$ cat src/verilog/stw_map.svh
// Purpose: Offsets, field positions and reset values of the two-wire channel
// Assumes: 32-bit classic Wishbone, one register per aligned word
// Notes: Definitions only
`ifndef STW_MAP_SVH
`define STW_MAP_SVH

// ==========================================================================
// Register byte offsets
`define STW_OFS_MODE 8'h00
`define STW_OFS_COMM 8'h04
`define STW_OFS_DATA 8'h08
`define STW_OFS_OLAT 8'h0c
`define STW_OFS_OEN 8'h10
`define STW_OFS_START 8'h14
`define STW_OFS_STOP 8'h18
`define STW_OFS_STAT 8'h1c
`define STW_OFS_CLR 8'h20
`define STW_OFS_PRS 8'h24

// ==========================================================================
// Field positions
`define STW_MODE_PRS_SEL 15
`define STW_DIV_MSB 15
`define STW_DIV_LSB 9
`define STW_OLAT_CLK 8
`define STW_OLAT_DATA 0
`define STW_OEN_CH 0
`define STW_TRIG_CH 0
`define STW_STAT_OVR 0
`define STW_STAT_BFF 5
`define STW_STAT_BUSY 6
`define STW_PRS0_LSB 0
`define STW_PRS1_LSB 4

// ==========================================================================
// Reset values and codes
`define STW_RST_MODE 16'h0020
`define STW_RST_COMM 16'h0087
`define STW_RST_DATA 16'h0200
`define STW_RST_OLAT 16'h0f0f
`define STW_RST_OEN 16'h0000
`define STW_RST_PRS 16'h0000
`define STW_PRS_MAX 4'hb
`define STW_PRS_TIMER 4'hf
`define STW_BITS_PER_FRAME 4'h8

`endif

$ cat src/verilog/stw_pkg.sv
// Purpose: Types shared by the two-wire receive channel
// Assumes: Nothing
// Notes: Constants live in stw_map.svh
`default_nettype none
package stw_pkg;
	typedef enum logic [1:0] {
		STW_IDLE,
		STW_LOW,
		STW_HIGH
	} stw_state_t;

	typedef logic [3:0] stw_prs_code_t;
endpackage
`default_nettype wire

$ cat src/verilog/stw_sync.sv
// Purpose: Two-flip-flop synchroniser for pin inputs
// Assumes: Inputs are asynchronous to clk_i
// Notes: First stage feeds only the second stage
`timescale 1ns/1ns
`default_nettype none
module stw_sync #(
	parameter int WIDTH = 1,
	parameter logic [WIDTH-1:0] INIT = '1
) (
	// Clock and reset
	input wire logic clk_i,
	input wire logic rst_i,
	input wire logic ce_i,
	// Data
	input wire logic [WIDTH-1:0] d_i,
	output logic [WIDTH-1:0] q_o
);
	logic [WIDTH-1:0] meta;

	always_ff @(posedge clk_i) begin
		if (rst_i) begin
			meta <= INIT;
			q_o <= INIT;
		end else if (ce_i) begin
			meta <= d_i;
			q_o <= meta;
		end
	end
endmodule
`default_nettype wire

$ cat src/verilog/stw_prescaler.sv
// Purpose: Operation-clock tick from the system clock
// Assumes: timer_tick_i is a one-cycle pulse on clk_i
// Notes: Codes 12 to 14 give no tick at all; code 15 passes timer_tick_i
`timescale 1ns/1ns
`default_nettype none
`include "stw_map.svh"
module stw_prescaler #(
	parameter int CNT_W = 11
) (
	// Clock and reset
	input wire logic clk_i,
	input wire logic rst_i,
	input wire logic ce_i,
	// Selection
	input wire stw_pkg::stw_prs_code_t code_i,
	input wire logic timer_tick_i,
	// Tick
	output logic tick_o
);
	import stw_pkg::*;

	logic [CNT_W-1:0] cnt;
	logic [CNT_W-1:0] mask;

	always_comb begin
		mask = '0;
		for (int i = 0; i < CNT_W; i++) begin
			if (i < int'(code_i)) begin
				mask[i] = 1'b1;
			end
		end
	end

	always_ff @(posedge clk_i) begin
		if (rst_i) begin
			cnt <= '0;
		end else if (ce_i) begin
			cnt <= cnt + 1'b1;
		end
	end

	always_ff @(posedge clk_i) begin
		if (rst_i) begin
			tick_o <= 1'b0;
		end else if (ce_i) begin
			if (code_i <= `STW_PRS_MAX) begin
				tick_o <= ((cnt & mask) == mask);
			end else if (code_i == `STW_PRS_TIMER) begin
				tick_o <= timer_tick_i;
			end else begin
				tick_o <= 1'b0;
			end
		end
	end
endmodule
`default_nettype wire

$ cat src/verilog/stw_rx_channel.sv
// Purpose: Master-only two-wire channel, data reception and acknowledge slot
// Assumes: Open-drain pads outside; oe high pulls the wire low
// Notes: Each write to the data register while idle and enabled receives one byte
`timescale 1ns/1ns
`default_nettype none
`include "stw_map.svh"
module stw_rx_channel #(
	parameter int DIV_W = 7
) (
	// Clock, reset, enable
	input wire logic clk_i,
	input wire logic rst_i,
	input wire logic ce_i,
	// Wishbone slave
	input wire logic wb_cyc_i,
	input wire logic wb_stb_i,
	input wire logic wb_we_i,
	input wire logic [7:0] wb_adr_i,
	input wire logic [3:0] wb_sel_i,
	input wire logic [31:0] wb_dat_i,
	output logic [31:0] wb_dat_o,
	output logic wb_ack_o,
	// Operation clock source
	input wire logic timer_tick_i,
	// Two-wire pins
	input wire logic two_wire_data_pin_i,
	output logic two_wire_clock_pin_o,
	output logic two_wire_clock_pin_oe_o,
	output logic two_wire_data_pin_o,
	output logic two_wire_data_pin_oe_o,
	// Events
	output logic transfer_end_irq_o
);
	import stw_pkg::*;

	// ======================================================================
	// Declarations
	stw_state_t state;
	logic [15:0] channel_mode_reg, channel_comm_setting_reg;
	logic [15:0] serial_output_latch_reg, serial_output_enable_reg;
	logic [15:0] prescaler_select_reg;
	logic [DIV_W-1:0] divider, ph_cnt;
	logic [7:0] received_byte_field, shift;
	logic [3:0] bit_cnt;
	logic enabled, buffer_full_flag, overrun_flag;
	logic sda_s, op_tick, half_done, byte_done;
	logic wb_acc, wb_wr, rd_data, next_scl_oe, next_sda_oe;
	logic wr_mode, wr_comm, wr_data, wr_olat, wr_oen;
	logic wr_start, wr_stop, wr_clr, wr_prs;
	stw_prs_code_t prs_code;
	logic [31:0] next_rdata;

	function automatic logic [15:0] merge(input logic [15:0] old,
		input logic [31:0] nw, input logic [3:0] sel);
		merge = old;
		if (sel[0]) begin
			merge[7:0] = nw[7:0];
		end
		if (sel[1]) begin
			merge[15:8] = nw[15:8];
		end
	endfunction

	// ======================================================================
	// Submodules
	stw_sync #(.WIDTH(1), .INIT(1'b1)) stw_sync_inst (
		.clk_i(clk_i),
		.rst_i(rst_i),
		.ce_i(ce_i),
		.d_i(two_wire_data_pin_i),
		.q_o(sda_s)
	);
	assign prs_code = channel_mode_reg[`STW_MODE_PRS_SEL] ?
		prescaler_select_reg[`STW_PRS1_LSB +: 4] :
		prescaler_select_reg[`STW_PRS0_LSB +: 4];
	stw_prescaler #(.CNT_W(11)) stw_prescaler_inst (
		.clk_i(clk_i),
		.rst_i(rst_i),
		.ce_i(ce_i),
		.code_i(prs_code),
		.timer_tick_i(timer_tick_i),
		.tick_o(op_tick)
	);

	// ======================================================================
	// Bus decode
	assign wb_acc = wb_cyc_i && wb_stb_i && !wb_ack_o && ce_i;
	assign wb_wr = wb_acc && wb_we_i;
	assign wr_mode = wb_wr && (wb_adr_i == `STW_OFS_MODE);
	assign wr_comm = wb_wr && (wb_adr_i == `STW_OFS_COMM);
	assign wr_data = wb_wr && (wb_adr_i == `STW_OFS_DATA);
	assign wr_olat = wb_wr && (wb_adr_i == `STW_OFS_OLAT);
	assign wr_oen = wb_wr && (wb_adr_i == `STW_OFS_OEN);
	assign wr_start = wb_wr && (wb_adr_i == `STW_OFS_START) &&
		wb_sel_i[0] && wb_dat_i[`STW_TRIG_CH];
	assign wr_stop = wb_wr && (wb_adr_i == `STW_OFS_STOP) &&
		wb_sel_i[0] && wb_dat_i[`STW_TRIG_CH];
	assign wr_clr = wb_wr && (wb_adr_i == `STW_OFS_CLR) && wb_sel_i[0];
	assign wr_prs = wb_wr && (wb_adr_i == `STW_OFS_PRS);
	assign rd_data = wb_acc && !wb_we_i && (wb_adr_i == `STW_OFS_DATA);

	// ======================================================================
	// Bus answer: one wait state, unmapped reads give zero
	always_comb begin
		next_rdata = 32'h0000_0000;
		case (wb_adr_i)
			`STW_OFS_MODE: next_rdata[15:0] = channel_mode_reg;
			`STW_OFS_COMM: next_rdata[15:0] = channel_comm_setting_reg;
			`STW_OFS_DATA: next_rdata[15:0] =
				{divider, 1'b0, received_byte_field};
			`STW_OFS_OLAT: next_rdata[15:0] = serial_output_latch_reg;
			`STW_OFS_OEN: next_rdata[15:0] = serial_output_enable_reg;
			`STW_OFS_STAT: begin
				next_rdata[`STW_STAT_OVR] = overrun_flag;
				next_rdata[`STW_STAT_BFF] = buffer_full_flag;
				next_rdata[`STW_STAT_BUSY] = (state != STW_IDLE);
			end
			`STW_OFS_PRS: next_rdata[15:0] = prescaler_select_reg;
			default: next_rdata = 32'h0000_0000;
		endcase
	end

	always_ff @(posedge clk_i) begin
		if (rst_i) begin
			wb_ack_o <= 1'b0;
			wb_dat_o <= 32'h0000_0000;
		end else if (ce_i) begin
			wb_ack_o <= wb_cyc_i && wb_stb_i && !wb_ack_o;
			wb_dat_o <= next_rdata;
		end
	end

	// ======================================================================
	// Setup registers
	always_ff @(posedge clk_i) begin
		if (rst_i) begin
			channel_mode_reg <= `STW_RST_MODE;
			channel_comm_setting_reg <= `STW_RST_COMM;
			serial_output_latch_reg <= `STW_RST_OLAT;
			serial_output_enable_reg <= `STW_RST_OEN;
			prescaler_select_reg <= `STW_RST_PRS;
			divider <= DIV_W'(`STW_RST_DATA >> `STW_DIV_LSB);
		end else if (ce_i) begin
			if (wr_mode) begin
				channel_mode_reg <= merge(channel_mode_reg, wb_dat_i, wb_sel_i);
			end
			if (wr_comm) begin
				channel_comm_setting_reg <=
					merge(channel_comm_setting_reg, wb_dat_i, wb_sel_i);
			end
			if (wr_olat) begin
				serial_output_latch_reg <=
					merge(serial_output_latch_reg, wb_dat_i, wb_sel_i);
			end
			if (wr_oen) begin
				serial_output_enable_reg <=
					merge(serial_output_enable_reg, wb_dat_i, wb_sel_i);
			end
			if (wr_prs) begin
				prescaler_select_reg <=
					merge(prescaler_select_reg, wb_dat_i, wb_sel_i);
			end
			if (wr_data && wb_sel_i[1]) begin
				divider <= wb_dat_i[`STW_DIV_MSB:`STW_DIV_LSB];
			end
		end
	end

	// ======================================================================
	// Bit timing: each half period is divider+1 operation ticks
	assign half_done = (state != STW_IDLE) && op_tick && (ph_cnt == divider);
	assign byte_done = half_done && (state == STW_HIGH) &&
		(bit_cnt == `STW_BITS_PER_FRAME);

	always_ff @(posedge clk_i) begin
		if (rst_i) begin
			ph_cnt <= '0;
		end else if (ce_i) begin
			if (state == STW_IDLE || half_done) begin
				ph_cnt <= '0;
			end else if (op_tick) begin
				ph_cnt <= ph_cnt + 1'b1;
			end
		end
	end

	// ======================================================================
	// Frame sequencer
	always_ff @(posedge clk_i) begin
		if (rst_i) begin
			state <= STW_IDLE;
			bit_cnt <= 4'h0;
			shift <= 8'h00;
		end else if (ce_i) begin
			if (wr_stop || !enabled) begin
				state <= STW_IDLE;
			end else begin
				case (state)
					STW_IDLE: begin
						if (wr_data) begin
							state <= STW_LOW;
							bit_cnt <= 4'h0;
						end
					end
					STW_LOW: begin
						if (half_done) begin
							state <= STW_HIGH;
						end
					end
					STW_HIGH: begin
						if (half_done) begin
							if (bit_cnt == `STW_BITS_PER_FRAME) begin
								state <= STW_IDLE;
							end else begin
								shift <= {shift[6:0], sda_s};
								bit_cnt <= bit_cnt + 4'h1;
								state <= STW_LOW;
							end
						end
					end
					default: state <= STW_IDLE;
				endcase
			end
		end
	end

	// ======================================================================
	// Channel enable and flags; the stop trigger beats any enable or buffer-full set, other sets beat a clear in the same cycle
	always_ff @(posedge clk_i) begin
		if (rst_i) begin
			enabled <= 1'b0;
		end else if (ce_i) begin
			if (wr_stop) begin
				enabled <= 1'b0;
			end else if (wr_start) begin
				enabled <= 1'b1;
			end
		end
	end

	always_ff @(posedge clk_i) begin
		if (rst_i) begin
			buffer_full_flag <= 1'b0;
		end else if (ce_i) begin
			if (wr_stop) begin
				buffer_full_flag <= 1'b0;
			end else if (wr_start || byte_done) begin
				buffer_full_flag <= 1'b1;
			end else if (rd_data) begin
				buffer_full_flag <= 1'b0;
			end
		end
	end

	always_ff @(posedge clk_i) begin
		if (rst_i) begin
			overrun_flag <= 1'b0;
		end else if (ce_i) begin
			if (byte_done && buffer_full_flag) begin
				overrun_flag <= 1'b1;
			end else if (wr_clr && wb_dat_i[`STW_STAT_OVR]) begin
				overrun_flag <= 1'b0;
			end
		end
	end

	always_ff @(posedge clk_i) begin
		if (rst_i) begin
			received_byte_field <= 8'h00;
			transfer_end_irq_o <= 1'b0;
		end else if (ce_i) begin
			transfer_end_irq_o <= byte_done;
			if (byte_done) begin
				received_byte_field <= shift;
			end
		end
	end

	// ======================================================================
	// Pin drive; outside frames software shapes start and stop
	always_comb begin
		next_scl_oe = !serial_output_latch_reg[`STW_OLAT_CLK];
		next_sda_oe = !serial_output_latch_reg[`STW_OLAT_DATA];
		if (state != STW_IDLE) begin
			next_scl_oe = (state == STW_LOW);
			next_sda_oe = 1'b0;
			if (bit_cnt == `STW_BITS_PER_FRAME) begin
				next_sda_oe = serial_output_enable_reg[`STW_OEN_CH];
			end
		end
	end

	always_ff @(posedge clk_i) begin
		if (rst_i) begin
			two_wire_clock_pin_oe_o <= 1'b0;
			two_wire_data_pin_oe_o <= 1'b0;
			two_wire_clock_pin_o <= 1'b0;
			two_wire_data_pin_o <= 1'b0;
		end else if (ce_i) begin
			two_wire_clock_pin_oe_o <= next_scl_oe;
			two_wire_data_pin_oe_o <= next_sda_oe;
			two_wire_clock_pin_o <= 1'b0;
			two_wire_data_pin_o <= 1'b0;
		end
	end
endmodule
`default_nettype wire

$ cat config.mk
export PLATFORM = sky130hd
export DESIGN_NAME = stw_rx_channel
export DESIGN_NICKNAME = d
export VERILOG_FILES = /design/src/verilog/stw_pkg.sv /design/src/verilog/stw_sync.sv /design/src/verilog/stw_prescaler.sv /design/src/verilog/stw_rx_channel.sv
export VERILOG_INCLUDE_DIRS = /design/src /design/src/verilog
export SDC_FILE = /design/constraint.sdc
export NUM_CORES = 1
export LEC_CHECK = 0
export BUFFER_PORTS_ARGS = -buffer_cell sky130_fd_sc_hd__buf_2
export CAP_MARGIN = 20
export CELL_PAD_IN_SITES_DETAIL_PLACEMENT = 1
export CELL_PAD_IN_SITES_GLOBAL_PLACEMENT = 1
export CORE_AREA = 10 10 139 141
export CTS_CLUSTER_SIZE = 16
export DETAILED_ROUTE_END_ITERATION = 6
export DIE_AREA = 0 0 149 151
export MAX_ROUTING_LAYER = met4
export PLACE_DENSITY = 0.8
export SETUP_SLACK_MARGIN = 0.4
export SKIP_LAST_GASP = 1
export SYNTH_ARGS = -nofsm -noshare
export SYNTH_HDL_FRONTEND = slang
export SYNTH_HIERARCHICAL = 1
export SYNTH_SLANG_ARGS = --single-unit
$ cat constraint.sdc
create_clock -name clk_i -period 2.1 [get_ports clk_i]
set_input_delay 0.105 -clock clk_i [delete_from_list [all_inputs] [get_ports clk_i]]
set_output_delay 0.105 -clock clk_i [all_outputs]
set_load 0.05 [all_outputs]
==> impl_metrics.py, run 1 <==
metrics = {
    "route": {
        "viasPerCell": 5.946,
        "drcViolationCount": 0,
        "ant_nets": 0,
        "routedWlPerCell_um": 22.67,
        "drt_iter0_markers": 803,
        "first_pass_iters": 7,
        "wirelength_um": 26780,
        "vias": 7022,
    },
    "synth": {
        "async_reset_ff_share_pct": 0,
        "yosys-top-cells-area": "dfxtp_1, nand2_1, a21oi_1",
        "yosysSeqAreaShare_pct": 43.72,
        "synth_top_area_share_pct": 43.72,
        "synth_commonest_cells": "dfxtp_1, nand2_1, a21oi_1, o21ai_0, nor2_1",
        "ys_ff_latch": 153,
        "synth_cell_types": 66,
        "synth.most_common_cell": "dfxtp_1",
        "synth_area_per_cell_um2": 8.360,
        "synth_edf_count": 0,
        "synth_top_area_cell": "dfxtp_1",
        "synth.cell_area_um2": 7005,
        "synthCells": 838,
        "dominantRegCellSynth": "dfxtp_1",
        "yosysWarnings": 6,
    },
    "die": {
        "fp.dieH_um": 151,
        "ios": 90,
        "die_w_um": 149,
        "start_util_pct": 42.55,
        "die_area_um2": 22500,
        "core_area_um2": 16470,
        "rows": 47,
    },
    "timing": {
        "whs_ns": 0.04027,
        "timing.fmax_ghz": 0.5439,
        "min_period_ns": 1.839,
        "finalSetupTns_ns": 0,
        "setup_violations": 0,
        "tightestPinTransition_ns": 0.7346,
        "finalMaxSlewViolations": 0,
        "clock_skew_ns": 0.008473,
        "min_period_over_period_pct": 87.55,
        "rsz0062_at_grt": "true",
        "hold_violations": 0,
        "max_slew_margin_pct": 51.02,
    },
    "run": {
        "drv_cap": 0,
    },
    "global_routing": {
        "grt_pass1_wl_um": 39140,
        "grtUsageTotal_pct": 22.60,
        "grt_max_degree": 60,
        "antenna_found_initial": 0,
        "grt_pass1_vias": 7013,
        "grt-ovfl-total": 0,
    },
    "pwr": {
        "p_per_area_nw_per_um2": 722.7,
        "pwr-share-seq_pct": 44.9,
        "comb_power_share_pct": 7.2,
        "p_sw_share_pct": 24.23,
        "vdd_drop_max_mv": 0.5734,
        "p_leak_nw": 3.234,
        "p_sw_mw": 1.585,
        "p_clk_share_pct": 48.0,
        "p_int_mw": 4.958,
    },
    "final_layout": {
        "final_nets": 1004,
        "design_area_um2": 9055,
        "syn2layout_area_growth_pct": 29.26,
        "drive_gt1_share_pct": 25.60,
        "diodes": 0,
    },
    "cts": {
        "cts_buffers": 17,
        "cts_tree": "yes",
        "insertion_delay_ns": 0.43,
        "cts_sinks": 153,
        "clock_path_buffers": 2,
        "clockRootBuffer": "clkbuf_16",
        "cts_max_level": 4,
        "path_clk_slew_ns": 0.06,
    },
    "worst_setup_path": {
        "worstSetupStartpointType": "flop",
        "r2r_slack_ns": 0.26,
        "cp.required_ns": 2.41,
        "crit_chain": "and4b_4 > nand3_4 > buf_4 > clkbuf_16 > o21ai_0 > a21oi_1",
        "cpMaxStageDelayCell": "and4b_4",
        "arrival_ns": 2.15,
        "path_max_fanout": 14,
        "crit_buf_inv": 2,
        "endpoint_kind": "flop",
        "crit_type": "flop to flop",
        "slowest_delay_ns": 0.43,
        "crit_family": "simple AND/OR/NAND/NOR gates",
    },
    "place": {
        "place_area_um2": 7641,
        "gp_congestion": 0.8644,
        "dp_hpwl_um": 16250,
        "portBuffers": 53,
    },
    "status": {
        "status": "finished clean",
    },
    "min_path": {
        "hold_path.class": "input pin to flop",
    },
}
routing by layer:
layer / global-route usage (%) / wire length (um)
met1: 27.91 / 11320
met2: 36.59 / 13380
met3: 4.027 / 1626
met4: 7.802 / 448
met5: - / 0
final timing paths:
check | startpoint | endpoint | depth (start not counted)
max | wb_ack_o$_SDFFE_PP0P_ | channel_mode_reg[11]$_SDFFE_PP0P_ | 6
min | wb_dat_i[0] | channel_mode_reg[0]$_SDFFE_PP0P_ | 3
max reg2reg | wb_ack_o$_SDFFE_PP0P_ | channel_mode_reg[11]$_SDFFE_PP0P_ | 6
min reg2reg | wb_dat_o[6]$_SDFFE_PP0P_ | wb_dat_o[6]$_SDFFE_PP0P_ | 2
per-stage QoR:
| step | power (mW) | worst slack (ns) | utilization (%) | instances |
|---|---|---|---|---|
| final | 6.544 | 0.2614 | 54.99 | 1181 |
| after global routing | 6.707 | 0.1975 | 54.99 | 1181 |
| after CTS | 6.543 | 0.3517 | 52.77 | 1167 |
| after detailed placement | 3.421 | 0.08425 | 46.41 | 1103 |
| after global placement | 3.412 | 0.1575 | 46.41 | 1103 |
| after floorplan | 3.286 | 0.3902 | - | 855 |
area by class of cell:
type	count	area (um2)
clock buffer	25	506.7
clock inverter	7	87.58
fill	1905	7411
inverter	7	26.28
multi-input combinational	628	3916
sequential	153	3105
tap	220	275.3
timing repair buffer	141	1137
kinds of logic after synthesis:
kind of cell    Yosys count  synth area share [%]
simple gates            302                 21.58
compound gates          263                 22.86
flops                   153                 43.72
buf+inv                  74                 5.465
mux                      21                 3.108
xor+xnor                 20                 2.500
fa+ha+maj                 4                0.7144
other cells               1               0.05353
tightest hold or removal path, stage by stage:
cell and delay (ns):
buf_2 0.17, nand2_1 0.09, a21oi_1 0.06
power groups by stage:
stage                     sequential [mW]  clock, mW  combinational (mW)
after global routing                 2.94       3.27               0.495
after global placement               3.01          0               0.406
after CTS                            2.94       3.16               0.444
final                                2.94       3.14               0.468
after floorplan                      3.05          0               0.235
after detailed placement             3.01          0               0.414
cells in the final DEF, fill, tap and decap left out, types with 8 or more instances in the layout:
cell           count
dfxtp_2           10
and3_1             8
buf_6              9
dlygate4sd3_1     16
nand3b_1          15
o21ai_1           19
a21oi_2            8
nand2_2           13
a21oi_1           93
a22o_1             9
xor2_1            10
o21ai_0           61
dfxtp_4            8
mux2i_1           14
nand2_1          125
buf_2             52
clkbuf_16         20
nand3_1           12
nor2_1            51
a311oi_1           9
a222oi_1          16
buf_12             8
dfxtp_1          135
nor2_4             9
buf_4             54
nand4_1           17
conb_1            18
timing repair:
item                                    in CTS  in global routing
resized for setup                           52                 73
pin swaps                                   13                 42
endpoints found under the hold margin       75                  0
buffers inserted                            15                 12
endpoints found under the setup margin     106                 88
gates cloned                                 1                  2
hold buffers                                16                  0
No activity file was read; power rests on OpenSTA's default activity.
==> run 2, diff against run 1 <==
--- a/config.mk
+++ b/config.mk
@@ -10,12 +10,13 @@
 export CAP_MARGIN = 20
 export CELL_PAD_IN_SITES_DETAIL_PLACEMENT = 1
 export CELL_PAD_IN_SITES_GLOBAL_PLACEMENT = 1
-export CORE_AREA = 10 10 139 141
+export CORE_AREA = 10 10 113 166
+export CTS_BUF_LIST = sky130_fd_sc_hd__clkbuf_2
 export CTS_CLUSTER_SIZE = 16
 export DETAILED_ROUTE_END_ITERATION = 6
-export DIE_AREA = 0 0 149 151
+export DIE_AREA = 0 0 123 176
 export MAX_ROUTING_LAYER = met4
-export PLACE_DENSITY = 0.8
+export PLACE_DENSITY = 0.83
 export SETUP_SLACK_MARGIN = 0.4
 export SKIP_LAST_GASP = 1
 export SYNTH_ARGS = -nofsm -noshare
==> run 2 against run 1 <==
Against the previous run:
- hold slack lost 0.027 ns
- global-route usage grew 1.1 points
- sequential cell count is the same
- worst setup slack lost 0.11 ns
- register-to-register slack lost 0.11 ns
- sequential share of layout area shrank 1.1 points
- cell area grew 2.8%
- clock skew grew 0.045 ns
- non-clock buffer count grew 35
- cell count grew 1.8%
- fmax shrank 5.7%
- total power shrank 23%
- critical endpoint is now received_byte_field[3]$_SDFFE_PP0P_
- largest cell class unchanged
==> impl_metrics.py, run 2 (synthesis results as in run 1) <==
metrics = {
    "status": {
        "status": "finished clean",
    },
    "run": {
        "drv_cap": 0,
    },
    "cts": {
        "clockRootBuffer": "clkbuf_2",
        "insertion_delay_ns": 0.78,
        "clock_path_buffers": 2,
        "path_clk_slew_ns": 0.26,
        "cts_tree": "yes",
        "cts_max_level": 4,
        "cts_buffers": 17,
        "cts_sinks": 153,
    },
    "worst_setup_path": {
        "crit_type": "flop to flop",
        "crit_chain": "xnor2_1 > nand4_1 > buf_4 > nor3_4 > buf_6 > buf_16 > mux2i_1 > nor2_1",
        "crit_start": "divider[6]$_SDFFE_PP0P_",
        "cpMaxStageDelayCell": "dfxtp_2",
        "worstSetupStartpointType": "flop",
        "reg2reg_from": "divider[6]$_SDFFE_PP0P_",
        "arrival_ns": 2.60,
        "endpoint_kind": "flop",
        "cp.required_ns": 2.75,
        "slowest_delay_ns": 0.42,
        "path_max_fanout": 5,
    },
    "place": {
        "dp_hpwl_um": 16610,
        "post-place-ws_ns": 0.1146,
        "portBuffers": 53,
        "place_area_um2": 7696,
        "gp_congestion": 0.8244,
        "dp.cells": 1097,
    },
    "timing": {
        "rsz0062_at_grt": "true",
        "max_slew_margin_pct": 45.75,
        "whs_ns": 0.01374,
        "timing.fmax_ghz": 0.5130,
        "clock_skew_ns": 0.05316,
        "setup_violations": 0,
        "min_period_ns": 1.949,
        "finalMaxSlewViolations": 0,
        "hold_violations": 0,
        "min_period_over_period_pct": 92.83,
        "finalSetupTns_ns": 0,
        "tightestPinTransition_ns": 0.8024,
        "timing.final.ws_setup_ns": 0.1506,
    },
    "route": {
        "wl_met1_um": 11510,
        "drt_iter0_markers": 908,
        "viasPerCell": 6.517,
        "drcViolationCount": 0,
        "ant_nets": 0,
        "wirelength_um": 31790,
        "met3_wirelength_um": 2458,
        "routedWlPerCell_um": 26.45,
        "first_pass_iters": 6,
        "vias": 7834,
        "dr_wl_met2_um": 15660,
        "top_layer_used": "met4",
    },
    "final_layout": {
        "syn2layout_area_growth_pct": 32.88,
        "final_common_cell": "dfxtp_1",
        "stdcell_count": 1202,
        "fillers": 1867,
        "drive_gt1_share_pct": 32.93,
        "mostFrequentLayoutCells": "dfxtp_1, nand2_1, a21oi_1, buf_4, buf_2",
        "design_area_um2": 9309,
        "final_nets": 1039,
        "final_util_pct": 58.53,
    },
    "pwr": {
        "p_per_area_nw_per_um2": 539.8,
        "vdd_drop_max_mv": 0.3016,
        "p_leak_nw": 3.418,
        "power.total_mw": 5.025,
    },
    "min_path": {
        "hp-start": "wb_adr_i[5]",
        "hold_path.class": "input pin to flop",
    },
    "die": {
        "die_area_um2": 21650,
        "ios": 90,
        "fp.dieH_um": 176,
        "start_util_pct": 44.05,
        "core_area_um2": 15900,
        "rows": 57,
        "die_w_um": 123,
    },
    "global_routing": {
        "grt_pass1_wl_um": 39620,
        "grtUsageTotal_pct": 23.69,
        "grt_pass1_vias": 7359,
        "grt_max_degree": 50,
        "grt-ovfl-total": 0,
        "antenna_found_initial": 2,
    },
}
run 2: cell count changes in the layout (fill, tap and decap cells not counted), sizes merged:
cell | previous run | this run
buf | 123 | 141
bufinv | 2 | 1
clkbuf | 27 | 22
clkinv | 4 | 6
clkinvlp | 1 | 3
diode | 0 | 3
dlygate4sd3 | 16 | 32
run 2: layout make-up:
cell class / instances / area, um2 / share of cell area [%]
multi-input combinational: 628 / 4208 / 45.20
sequential: 153 / 3088 / 33.17
clock buffer: 19 / 95.09 / 1.022
timing repair buffer: 176 / 1544 / 16.59
clock inverter: 10 / 82.58 / 0.8871
inverter: 7 / 26.28 / 0.2823
antenna: 3 / 7.507 / 0.08065
tap: 206 / 257.7 / 2.769
run 2: timing repair:
item | CTS | global route
pin swaps | 10 | 72
setup buffers | 14 | 22
endpoints found under the hold margin | 138 | 0
resized for setup | 39 | 203
hold buffers | 32 | 0
endpoints found under the setup margin | 64 | 102
gates cloned | 1 | 4
run 2: final timing paths:
| kind | endpoint | depth (start not counted) | slack, ns |
|---|---|---|---|
| max | received_byte_field[3]$_SDFFE_PP0P_ | 8 | 0.15 |
| min | wb_dat_o[6]$_SDFFE_PP0P_ | 4 | 0.01 |
| max reg2reg | received_byte_field[3]$_SDFFE_PP0P_ | 8 | 0.15 |
| min reg2reg | bit_cnt[3]$_SDFFE_PP0P_ | 2 | 0.49 |
run 2: worst max-delay path: cells and delay by family, from the launching register on:
kind | cells | cell delay, ns
flops | 1 | 0.42
simple gates | 3 | 0.45
mux | 1 | 0.24
buf+inv | 3 | 0.47
xor+xnor | 1 | 0.22
run 2: routing by layer:
layer  vias to the layer above  GRT usage, %
met5                         -             -
met4                         0         9.250
met3                       197         3.804
met2                       539         41.27
met1                      3830         26.26
li1                       3268             -
run 2: power breakdown:
| group | switching (mW) | internal, mW | total (mW) |
|---|---|---|---|
| logic | 0.372 | 0.162 | 0.534 |
| registers | 0.0203 | 2.93 | 2.95 |
| clock network | 1.14 | 0.400 | 1.54 |
